--- config.mk ---
export PLATFORM = sky130hd
export DESIGN_NAME = cmbh_header_reader
export DESIGN_NICKNAME = d
export VERILOG_FILES = /design/src/cmbh_pkg.sv /design/src/cmbh_field_mask.sv /design/src/cmbh_header_reader.sv
export SDC_FILE = /design/constraint.sdc
export NUM_CORES = 1
export LEC_CHECK = 0
export BUFFER_PORTS_ARGS = -buffer_cell sky130_fd_sc_hd__buf_2
export CAP_MARGIN = 20
export CORE_ASPECT_RATIO = 0.8
export CORE_MARGIN = 10
export CORE_UTILIZATION = 52
export DETAILED_ROUTE_END_ITERATION = 16
export HOLD_SLACK_MARGIN = 0.05
export PLACE_DENSITY = 0.84
export SETUP_SLACK_MARGIN = 0.15
export SLEW_MARGIN = 20
export SYNTH_ARGS = -nofsm -noshare
export SYNTH_HDL_FRONTEND = slang
export SYNTH_SLANG_ARGS = --single-unit
--- constraint.sdc ---
create_clock -name clk -period 2.48 [get_ports clk]
set_input_delay 0.124 -clock clk [delete_from_list [all_inputs] [get_ports clk]]
set_output_delay 0.124 -clock clk [all_outputs]
set_load 0.1 [all_outputs]
--- src/cmbh_pkg.sv ---
/*
 Package for the message buffer header block: word layouts, field positions,
 frame kinds and the decoded header struct for the frame builder.
 Assumes a 16-bit data RAM shared by software and the controller.
*/
`default_nettype none
package cmbh_pkg;
    // ==========================================
    // Widths and field positions
    localparam int CMBH_WORD_W = 16;
    localparam int CMBH_SID_W = 11;
    localparam int CMBH_EIDU_W = 12;
    localparam int CMBH_EIDL_W = 6;
    localparam int CMBH_ID_W = 29;
    localparam int CMBH_W0_SID_LSB = 2;
    localparam int CMBH_W0_SID_MSB = 12;
    localparam int CMBH_W0_SRR_BIT = 1;
    localparam int CMBH_W0_IDE_BIT = 0;
    localparam int CMBH_W1_EIDU_MSB = 11;
    localparam logic [15:0] CMBH_W0_IMPL_MASK = 16'h1FFF;
    localparam logic [15:0] CMBH_W1_IMPL_MASK = 16'h0FFF;
    localparam logic [1:0] CMBH_WORD0_IDX = 2'h0;
    localparam logic [1:0] CMBH_WORD1_IDX = 2'h1;
    localparam logic [1:0] CMBH_WORD2_IDX = 2'h2;

    // ==========================================
    // Frame kinds
    typedef enum logic [1:0] {
        CMBH_STD_DATA = 2'b00,
        CMBH_STD_REMOTE = 2'b01,
        CMBH_EXT_DATA = 2'b10
    } cmbh_kind_e;

    // Decoded header handed to the frame builder
    typedef struct packed {
        logic [CMBH_ID_W-1:0] identifier;
        logic extended;
        logic remote;
        cmbh_kind_e kind;
    } cmbh_hdr_s;
endpackage : cmbh_pkg
`default_nettype wire

--- src/cmbh_field_mask.sv ---
/*
 Masks unimplemented upper bits of a buffer word so they read as zero.
 Assumes the mask comes from the package.
*/
`timescale 1ns/1ps
`default_nettype none
module cmbh_field_mask #(
    parameter logic [15:0] MASK = 16'hFFFF
) (
    input wire logic [15:0] raw, // Word as stored in RAM
    output logic [15:0] masked // Word with unimplemented bits zero
);
    // ==========================================
    // Zero the unimplemented bits
    assign masked = raw & MASK;
endmodule // cmbh_field_mask
`default_nettype wire

--- src/cmbh_header_reader.sv ---
/*
 Controller-side reader of the first message buffer words. It fetches
 words 0, 1 and 2 from data RAM at a software-chosen base and decodes
 the identifier, format and remote request for the frame builder.
 Assumes a RAM port with one cycle of read latency on the same clock.
*/
// Functional notes
// - Buffers live in general data RAM; controller reads them from there.
// - Word 0 bits 12..2 hold base identifier; bits 15..13 read zero.
// - With standard format, word 0 bit 1 selects remote or data frame.
// - Word 0 bit 0 selects extended or standard identifier format.
// - Word 1 bits 11..0 hold extension bits 17..6; upper bits zero.
`timescale 1ns/1ps
`default_nettype none
module cmbh_header_reader
    import cmbh_pkg::*;
#(
    parameter int ADDR_W = 12
) (
    input wire logic clk, // System clock
    input wire logic reset, // Synchronous reset, active high
    input wire logic [ADDR_W-1:0] buf_base, // Word address of buffer
    input wire logic start, // Pulse: fetch header
    output logic busy, // Fetch in progress
    output logic ram_rd, // RAM read strobe
    output logic [ADDR_W-1:0] ram_addr, // RAM word address
    input wire logic [15:0] ram_rdata, // RAM data, one cycle after strobe
    output logic [15:0] word0_view, // Word 0 with reserved bits zero
    output logic [15:0] word1_view, // Word 1 with reserved bits zero
    output cmbh_pkg::cmbh_hdr_s hdr, // Decoded header
    output logic hdr_valid // Pulse: header ready
);
    import cmbh_pkg::*;

    typedef enum logic [2:0] {
        CMBH_IDLE = 3'b000,
        CMBH_RD0 = 3'b001,
        CMBH_RD1 = 3'b010,
        CMBH_RD2 = 3'b011,
        CMBH_DONE = 3'b100
    } cmbh_state_e;

    cmbh_state_e state;
    cmbh_state_e next_state;
    logic [15:0] w0_raw;
    logic [15:0] w1_raw;
    logic [15:0] w2_raw;
    logic [1:0] rd_idx;
    logic rd_pend;
    logic [1:0] pend_idx;

    // ==========================================
    // Address of a word inside the buffer
    function automatic logic [ADDR_W-1:0] word_addr(input logic [ADDR_W-1:0] base,
                                                   input logic [1:0] idx);
        word_addr = base + ADDR_W'(idx);
    endfunction

    // ==========================================
    // Fetch sequencing
    always_comb begin
        next_state = state;
        case (state)
            CMBH_IDLE: begin
                if (start) begin
                    next_state = CMBH_RD0;
                end
            end
            CMBH_RD0: next_state = CMBH_RD1;
            CMBH_RD1: next_state = CMBH_RD2;
            CMBH_RD2: next_state = CMBH_DONE;
            CMBH_DONE: next_state = CMBH_IDLE;
            default: next_state = CMBH_IDLE;
        endcase
    end

    // RAM reads at the software-chosen base
    assign rd_idx = (state == CMBH_RD1) ? CMBH_WORD1_IDX :
                    (state == CMBH_RD2) ? CMBH_WORD2_IDX : CMBH_WORD0_IDX;
    assign ram_rd = (state == CMBH_RD0) || (state == CMBH_RD1) || (state == CMBH_RD2);
    assign ram_addr = word_addr(buf_base, rd_idx);
    assign busy = (state != CMBH_IDLE);

    always_ff @(posedge clk) begin
        if (reset) begin
            state <= CMBH_IDLE;
            rd_pend <= 1'b0;
            pend_idx <= CMBH_WORD0_IDX;
        end else begin
            state <= next_state;
            rd_pend <= ram_rd;
            pend_idx <= rd_idx;
        end
    end

    // Capture returned words
    always_ff @(posedge clk) begin
        if (reset) begin
            w0_raw <= '0;
            w1_raw <= '0;
            w2_raw <= '0;
        end else if (rd_pend) begin
            case (pend_idx)
                CMBH_WORD0_IDX: w0_raw <= ram_rdata;
                CMBH_WORD1_IDX: w1_raw <= ram_rdata;
                default: w2_raw <= ram_rdata;
            endcase
        end
    end

    // ==========================================
    // Reserved bits read as zero
    cmbh_field_mask #(.MASK(CMBH_W0_IMPL_MASK)) u_mask0 (
        .raw(w0_raw),
        .masked(word0_view)
    );
    cmbh_field_mask #(.MASK(CMBH_W1_IMPL_MASK)) u_mask1 (
        .raw(w1_raw),
        .masked(word1_view)
    );

    // ==========================================
    // Header decode
    logic [CMBH_SID_W-1:0] sid;
    logic [CMBH_EIDU_W-1:0] eid_hi;
    logic [CMBH_EIDL_W-1:0] eid_lo;
    logic ext_fmt;
    logic remote_req;
    cmbh_hdr_s next_hdr;
    logic [CMBH_WORD_W-1:0] w2_live;

    // Word 2 is still on the RAM port in DONE; take it from there so the
    // header never pairs with word 2 of the previous buffer
    assign w2_live = (rd_pend && (pend_idx == CMBH_WORD2_IDX)) ? ram_rdata : w2_raw;

    assign sid = word0_view[CMBH_W0_SID_MSB:CMBH_W0_SID_LSB];
    assign eid_hi = word1_view[CMBH_W1_EIDU_MSB:0];
    assign eid_lo = w2_live[CMBH_WORD_W-1 -: CMBH_EIDL_W];
    assign ext_fmt = word0_view[CMBH_W0_IDE_BIT];
    assign remote_req = !ext_fmt && word0_view[CMBH_W0_SRR_BIT];

    always_comb begin
        next_hdr.extended = ext_fmt;
        next_hdr.remote = remote_req;
        if (ext_fmt) begin
            next_hdr.identifier = {sid, eid_hi, eid_lo};
            next_hdr.kind = CMBH_EXT_DATA;
        end else begin
            next_hdr.identifier = {{(CMBH_ID_W-CMBH_SID_W){1'b0}}, sid};
            next_hdr.kind = remote_req ? CMBH_STD_REMOTE : CMBH_STD_DATA;
        end
    end

    // Registered header output
    always_ff @(posedge clk) begin
        if (reset) begin
            hdr <= '0;
            hdr_valid <= 1'b0;
        end else begin
            hdr_valid <= (state == CMBH_DONE);
            if (state == CMBH_DONE) begin
                hdr <= next_hdr;
            end
        end
    end
endmodule // cmbh_header_reader
`default_nettype wire

# ---- After elaboration in Yosys (flattened, before gate mapping)
# Cells that the tools add are included.
dict set report op_classes {
  bitwise 1
  n_reduce_logical 12
  muxes 8
  addsub 1
  eq_ne 7
}
# operator count
set op_table {}
lappend op_table {{$mux W29} 1}
lappend op_table {{$mux W16} 1}
lappend op_table {{$add A12 B2 Y12} 1}
lappend op_table {{$pmux W3 S4} 1}
lappend op_table {{$eq A3 B2 Y1 const B} 2}
lappend op_table {{$mux W2} 3}
lappend op_table {{$reduce_and A2 Y1} 3}
lappend op_table {{$eq A3 B1 Y1 const B} 1}
lappend op_table {{$eq A3 B3 Y1 const B} 1}
lappend op_table {{$logic_not A3 Y1} 1}
lappend op_table {{$mux W3} 1}
lappend op_table {{$reduce_bool A3 Y1} 1}
lappend op_table {{$eq A2 B1 Y1 const B} 1}
lappend op_table {{$eq A2 B2 Y1 const B} 1}
lappend op_table {{$logic_and A1 B1 Y1} 2}
lappend op_table {{$logic_not A2 Y1} 1}
lappend op_table {{$logic_or A1 B1 Y1} 2}
lappend op_table {{$ne A2 B2 Y1 const B} 1}
lappend op_table {{$reduce_or A2 Y1} 1}
lappend op_table {{$logic_not A1 Y1} 1}
lappend op_table {{$mux W1} 1}
lappend op_table {{$not A1 Y1} 1}
dict set report totals {
  word_cells 40
  input_bits 31
  register_bits 81
  output_inout_bits 80
}

# ---- Longest topological paths before layout
# Gate-level depths: netlist of run 1.
dict set report logic_depth {
  ltp_word 4
  ltp_mapped 6
  depth_no_buf 6
}

# ---- Modules after synthesis
# From an unflattened synthesis of run 1, not the netlist that was laid out.
dict set report hier_totals {
  hier_cells 411
  hier_area_um2 3363.2
}
# module seq_area_each_um2 instances cells_each area_per_inst_um2
set modules_own_cells {}
lappend modules_own_cells {cmbh_header_reader 1521.5 1 377 3115.5}
lappend modules_own_cells {cmbh_field_mask 0.0 2 17 123.9}

# ---- Least setup slack after synthesis of run 1
# Ideal clock, no wire load.
dict set report synth_path {
  path_kind {flip-flop to output port}
  from {reg state[2]}
  to {out ram_addr[10]}
  path_stages_with_launch 7
  path_buffers 1
  path_slack_ps -394
  arrival_ps 2750
  required_ps 2356
  path_cell_list {dfxtp_1 -> buf_2 -> nor3b_1 -> ha_1 -> fa_1 -> nand4_1 -> xnor2_1}
}
dict set report synth_between {
  elab_cells_between_ends 5
  cone_classes {add/sub (1); eq/ne (2); mux (2)}
}
# item line
set synth_rtl {}
lappend synth_rtl {{start: declaration} cmbh_header_reader.sv:43} ;# cmbh_state_e state;
lappend synth_rtl {{start signal: assignment} cmbh_header_reader.sv:90} ;# state <= next_state;
lappend synth_rtl {{$eq A3 B2 Y1} cmbh_header_reader.sv:78} ;# assign rd_idx = (state == CMBH_RD1) ? CMBH_WORD1_IDX :
lappend synth_rtl {{$mux W2} cmbh_header_reader.sv:78}
lappend synth_rtl {{via rd_idx[0]} cmbh_header_reader.sv:48} ;# logic [1:0] rd_idx;
lappend synth_rtl {{$add A12 B2 Y12} cmbh_header_reader.sv:56} ;# word_addr = base + ADDR_W'(idx);
lappend synth_rtl {{end: declaration} cmbh_header_reader.sv:26} ;# output logic [ADDR_W-1:0] ram_addr,
# The timed path passes the listed nets, and every way through them passes these cells.

# ---- Worst setup path after layout of run 1
dict set report layout_path {
  from {reg state[1]}
  to {out ram_addr[10]}
}
# The elaborated chain is that of the path after synthesis.

==> implementation parameters, run 1 <==
Parameter                              Value

Synth
  Cell area after technology mapping    approximately 3000 um2
  Register area share after synthesis    0.4704
  Register bit count reported by yosys    a little under 70
  Number of warning messages in the yosys log    0
  Synthesized area divided by synthesized cell count    8.612 um2
  Count of distinct cell types in the synthesized netlist    34
  Syn Inst Count    341

Detailed routing
  Total via count after detailed routing    2852
  Avg WL per Cell    16.94 um
  DR iter-0 viols    193
  Number of remaining DRC errors    0
  Vias per Instance    approximately 5.4
  First-pass detailed-route iteration total    5
  Final Routed Wirelength    between 8 and 9 mm
  Number of nets with antenna violations after routing    0

Critical path
  Startpoint type of the worst setup path    register
  CP bufs+invs    1
  Cells along the critical path    nor3b_1 -> ha_1 -> fa_2 -> nand4_1 -> xnor2_2 -> buf_6
  Slowest cell on the critical path    dfxtp_2
  Data required time at the worst endpoint    approximately 2.4 ns
  Crit path largest cell delay    approximately 0.40 ns
  Largest driver fanout on the critical path    8
  Crit. End Element    output port
  Crit Path Class    register to output port
  Data arrival time at the worst-slack endpoint    2.12 ns
  Dominant delay contributor by cell family on the critical path    adder cells

Floorplan
  Die boundary width    roughly 100 um
  Die Height    just under 90 um
  Starting utilization of the core area    0.5373
  Die Area    just over 9000 um2
  I/O pin count    about 110
  Total core area    5465 um2
  Floorplan row count    24

Timing
  Fin Clk Skew    just under 0.008 ns
  Number of failing setup endpoints in the final timing report    0
  Final worst path period share    0.9064
  Minimum period implied by the final worst setup slack    2.248 ns
  RSZ-0062 raised after global routing    no
  Final TNS setup    0 ns
  Worst-case hold slack    about 0.056 ns
  Hold Fails Final Rpt    0
  Max-slew violation count    0
  Worst slew slack as a fraction of its limit    0.3513
  Transition time at the pin with the least slew margin    about 1 ns
  F_max    approximately 440 MHz

GRT
  Met2 GRT Util    0.3184
  Overall fraction of global-route tracks in use    0.1920
  Sum of overflow across all layers after global routing    0
  Global-route wire length before repair    between 10 and 15 mm
  Via count of the first global-routing pass    2839
  Global-route met3 utilization    0.08136
  Met1 routing resource usage after global routing    0.2222
  Pin count of the biggest net entering global routing    50
  Antenna violations before repair    0
  Layer with the highest usage after global routing    met2

Clocking
  Clk slew on worst S/H paths    ~0.07 ns
  H-Tree Depth    3
  Clock buffers created by TritonCTS    9
  Number of buffers between clock root and the deepest sink    2
  Post-CTS Repair Setup Buffers    0
  TritonCTS Sinks    69
  Root buffer cell    clkbuf_8
  CTS tree    yes
  Insertion delay of the later-clocked pin in the worst-skew pair    around 0.34 ns

Layout
  Layout-stage area growth over the synthesis result    33.49%
  Filler cell count    ~430
  N_diodes    0
  Fin nets    between 400 and 500
  Fraction of final layout cells sized beyond drive strength 1    0.3193

Pwr
  Worst supply voltage drop on vdd    ~0.42 mV
  Switching power total    approximately 900 uW
  Fraction of power consumed by combinational cells    0.218
  Switching fraction of total power    0.3427
  Part of the total power dissipated in sequential elements    0.445
  Leak Pwr    0.001794 uW
  Power share of the clock group    0.338
  Internal power    1720 uW
  Power Density    about 670 nW/um2

Place
  Hpwl dp    around 6.3 mm
  Gpl congestion    just under 0.8
  Number of input and output port buffers inserted    103

Worst hold path
  Worst min-delay path class    input port to register

Run
  Max_cap viols    0

Run status
  Result of the run    completed
## layout make-up
cell class,count,area (um2),area share
Clock inverter,6,63.81,0.01628
Tap cell,78,97.59,0.02490
Inverter,1,3.754,0.0009575
Timing Repair Buffer,123,772.0,0.1969
Clock buffer,10,127.6,0.03256
Sequential cell,69,1385,0.3533
Multi-Input combinational cell,242,1470,0.3750
## repair_timing
item	4_1_cts	5_1_grt
resized for setup	17	7
hold buffers	13	0
endpoints found under the hold margin	20	0
setup endpoints to repair	10	10
## cell families after synthesis
| family | Yosys count | share of synthesized area |
|---|---|---|
| simple gates | 148 | 0.2352 |
| flops | 69 | 0.4704 |
| compound gates | 57 | 0.1253 |
| buf+inv | 36 | 0.06476 |
| mux | 17 | 0.05795 |
| xor+xnor | 10 | 0.02983 |
| fa+ha+maj | 3 | 0.01534 |
| other cells | 1 | 0.001277 |
## layer usage
layer | vias up | share of wire
met5 | - | 0
met4 | 0 | 0.015
met3 | 13 | 0.10
met2 | 138 | 0.48
met1 | 1336 | 0.40
li1 | 1365 | -
## power by group through the flow
stage,combinational [uW],sequential [uW],clock [uW]
3_5_place_dp,534,1190,0
2_1_floorplan,335,1290,0
3_3_place_gp,528,1180,0
6_report,570,1160,884
4_1_cts,563,1160,891
5_1_grt,592,1170,953
## Yosys cell counts
cell type  count  share of area
inv_1          1         0.0013
nor2b_1        6          0.013
conb_1         1         0.0013
ha_1           2         0.0085
nand2_1       63          0.081
nor3b_1        3         0.0077
a211oi_1       5          0.013
or3_1          1         0.0021
nor3_1         3         0.0051
or3b_2         1         0.0030
a21o_1         1         0.0026
and4_1         1         0.0030
nand3_1       22          0.037
buf_6          1         0.0038
nor4_1         1         0.0021
a21oi_1       39          0.066
buf_2          8          0.014
and2_1         3         0.0064
o41ai_1        3         0.0089
nor2_1        28          0.036
xor2_1         1         0.0030
dfxtp_1       69           0.47
nand4_1        4         0.0085
and3_1         2         0.0043
mux2i_1       17          0.058
nand3b_1       8          0.020
fa_1           1         0.0068
nor4b_1        1         0.0030
clkbuf_1      16          0.020
o41ai_2        3          0.017
buf_4         10          0.026
a221oi_1       6          0.018
xnor2_1        9          0.027
or3b_1         1         0.0030
## layout by cell type, fill, tap and decap left out, drive strengths merged, types with 2 or more instances in the layout
master,instances
a211oi,5
a21oi,39
a221oi,6
and2,3
and3,2
buf,109
clkbuf,11
clkinv,3
clkinvlp,2
conb,7
dfxtp,69
dlygate4sd3,13
ha,2
mux2i,17
nand2,63
nand3,22
nand3b,8
nand4,4
nor2,28
nor2b,6
nor3,3
nor3b,3
o41ai,6
or3b,2
xnor2,9
## path summary, 6_finish.rpt
path                               from               endpoint  slack (ns)  cells after the start
setup / recovery  state[1]$_SDFFE_PP0P_           ram_addr[10]        0.23                      6
hold / removal                    start  state[0]$_SDFFE_PP0P_        0.06                      3
hold reg to reg    hdr[21]$_SDFFE_PP0P_   hdr[21]$_SDFFE_PP0P_        0.45                      2
setup reg to reg  state[2]$_SDFFE_PP0P_   hdr[31]$_SDFFE_PP0P_        0.61                      4
## worst min-delay path, cell delays in order
cell and delay (ns):
buf_2 0.10, nor2_1 0.08, nor4_1 0.05
## registers in the layout (all words and copies together), names as in the netlist
name and count:
hdr 31, w0_raw 13, w1_raw 12, w2_raw 6, state 3, pend_idx 2, hdr_valid 1, rd_pend 1
## stage by stage
stage / instances / utilization / total power (uW) / cell area [um2] / setup WS (ns)
6_report: 529 / 0.7173 / 2616 / 3920 / 0.2320
3_3_place_gp: 500 / 0.6461 / 1713 / 3531 / 0.4066
2_1_floorplan: 347 / - / 1622 / 3034 / 0.1669
5_1_grt: 529 / 0.7173 / 2711 / 3920 / 0.1261
3_5_place_dp: 500 / 0.6461 / 1720 / 3531 / 0.3366
4_1_cts: 529 / 0.7143 / 2615 / 3904 / 0.1002
Power figures use the tool's default switching activity.
==> run 2, diff against run 1 <==
--- a/config.mk
+++ b/config.mk
@@ -13,6 +13,7 @@
 export DETAILED_ROUTE_END_ITERATION = 16
 export HOLD_SLACK_MARGIN = 0.05
 export PLACE_DENSITY = 0.84
+export REMOVE_ABC_BUFFERS = 1
 export SETUP_SLACK_MARGIN = 0.15
 export SLEW_MARGIN = 20
 export SYNTH_ARGS = -nofsm -noshare
==> run 2 against run 1 <==
Combinational power decreased by 3%. Clock-buffer cell count decreased by 1. Maximum frequency increased by 0.73%. Critical path depth increased by 1. Utilization increased by 0.60 points. Via count decreased by 2.8%. Global-route usage decreased by 1.0 points. Hold slack improved by 0.29 ns. Non-clock buffer count increased by 4. Critical endpoint is now ram_addr[11]. Largest power group is now clock.
==> implementation parameters, run 2 (synthesis results as in run 1) <==
Parameter                              Value

Layout
  Layout-stage area growth over the synthesis result    34.60%
  Fraction of final layout cells sized beyond drive strength 1    0.2967
  Top library cells by usage in the layout, fill and taps aside    buf_2, dfxtp_1, nand2_1
  Fin nets    484
  Most frequent standard cell in the layout excluding fill and tap cells    buf_2
  Area of the multi-input gates    1398 um2
  Register with the most flip-flops    hdr
  Largest registers    hdr (31), w0_raw (13), w1_raw (12)
  Share of the core filled with cells in the final layout    0.7232
  Seq. cell area    between 1000 and 1500 um2
  Flip-flop count of the largest register, all copies and words added    31
  Filler cell count    between 400 and 500
  N_diodes    0

Place
  Number of input and output port buffers inserted    103
  Hpwl dp    roughly 5.7 mm
  Worst slack after detailed placement    0.3425 ns
  Gpl congestion    0.7549

Floorplan
  Die Height    slightly below 90 um
  Starting utilization of the core area    0.5373
  I/O pin count    roughly 110
  Die boundary width    between 100 and 150 um
  Die Area    around 9100 um2
  Floorplan row count    24
  Total core area    between 5000 and 6000 um2

Critical path
  Crit. End Element    output port
  Largest driver fanout on the critical path    8
  Data required time at the worst endpoint    ~2.4 ns
  Data arrival time at the worst-slack endpoint    2.11 ns
  Crit Path Class    register to output port
  Startpoint type of the worst setup path    register

Detailed routing
  Final Routed Wirelength    8.268 mm
  Vias per Instance    around 5.2
  First-pass detailed-route iteration total    4
  Number of remaining DRC errors    0
  DR iter-0 viols    between 100 and 150
  Total via count after detailed routing    between 2000 and 3000
  Number of nets with antenna violations after routing    0
  Avg WL per Cell    about 16 um

Timing
  Hold Fails Final Rpt    0
  Max-slew violation count    0
  Worst slew slack as a fraction of its limit    0.4730
  RSZ-0062 raised after global routing    yes
  Number of failing setup endpoints in the final timing report    0
  Final worst path period share    0.8999
  F_max    about 450 MHz
  Transition time at the pin with the least slew margin    between 0.7 and 0.8 ns
  Minimum period implied by the final worst setup slack    2.232 ns
  Crit path setup slack, layout    about 0.25 ns
  Fin Clk Skew    between 0.007 and 0.008 ns
  Worst-case hold slack    between 0.3 and 0.4 ns

Clocking
  Number of buffers between clock root and the deepest sink    2
  Clock buffers created by TritonCTS    9
  H-Tree Depth    3
  Clk slew on worst S/H paths    roughly 0.080 ns
  Post-CTS Repair Setup Buffers    0
  CTS tree    yes
  Insertion delay of the later-clocked pin in the worst-skew pair    around 0.34 ns
  TritonCTS Sinks    around 70
  Root buffer cell    clkbuf_8

GRT
  Pin count of the biggest net entering global routing    between 40 and 50
  Layer with the highest usage after global routing    met2
  Via count of the first global-routing pass    between 2000 and 3000
  Antenna violations before repair    0
  Overall fraction of global-route tracks in use    0.1816
  Sum of overflow across all layers after global routing    0
  Global-route wire length before repair    about 14 mm
  Met1 routing resource usage after global routing    0.2023
  Met2 GRT Util    0.3046
  Global-route met3 utilization    0.08506

Run status
  Result of the run    completed

Worst hold path
  Worst min-delay path class    input port to register

Pwr
  Worst supply voltage drop on vdd    roughly 0.52 mV
  Power Density    between 700 and 800 nW/um2
  Leak Pwr    approximately 0.0018 uW

Run
  Max_cap viols    0
[run 2: cell count changes in the layout (fill, tap and decap cells not counted), moves of 3 or more]
cell	before	now
xnor2_1	0	9
xnor2_2	9	0
dlygate4sd3_1	13	17
buf_4	7	10
buf_6	9	6
bufinv_16	1	4
[run 2: through the flow]
stage          cell area (um2)  std cells  TNS, ns  total power [uW]
5_1_grt                   3953        533        0              3036
4_1_cts                   3945        533        0              2952
3_3_place_gp              3461        500        0              1701
2_1_floorplan             2773        312   -4.955              1585
6_report                  3953        533        0              2924
3_5_place_dp              3461        500        0              1706
[run 2: final cells by class]
cell class                      instances  share of cell area
Clock buffer                            9             0.03134
Clock inverter                          7             0.03704
Inverter                                1           0.0009497
Multi-Input combinational cell        242              0.3536
Sequential cell                        69              0.3504
Tap cell                               78             0.02469
Timing Repair Buffer                  127              0.2020
[run 2: worst paths after layout]
kind / startpoint / to / slack, ns / cells past startpoint
worst max-delay path: state[0]$_SDFFE_PP0P_ / ram_addr[11] / 0.25 / 7
worst min-delay path: reset / w1_raw[11]$_SDFFE_PP0P_ / 0.34 / 2
worst max register to register: pend_idx[0]$_SDFF_PP0_ / w1_raw[4]$_SDFFE_PP0P_ / 0.72 / 4
worst min register to register: hdr[29]$_SDFFE_PP0P_ / hdr[29]$_SDFFE_PP0P_ / 0.45 / 2
[run 2: where the power goes]
part / leakage (uW) / internal, uW / switching, uW
Clock: 0.000134 / 776 / 434
Sequential: 0.000559 / 1130 / 27.7
Combinational: 0.00110 / 121 / 434
[run 2: worst max-delay path: stages, from the launching register on]
cell and delay (ns):
dfxtp_2 0.39, nand2_1 0.11, nor2_1 0.20, ha_1 0.27, a21o_1 0.23, nand4_1 0.13
xnor2_1 0.17, buf_6 0.27
[run 2: layer usage]
layer	part of all wire	up-vias
met5	0	-
met4	0.0071	0
met2	0.48	101
met3	0.088	7
met1	0.43	1293
li1	-	1370
[run 2: what timing repair did]
item | CTS | global route
gates resized for setup | 15 | 4
gates cloned | 0 | 0
hold buffers | 17 | 0
pin swaps | 0 | 0
setup endpoints to repair | 10 | 10
hold endpoints to repair | 28 | 0
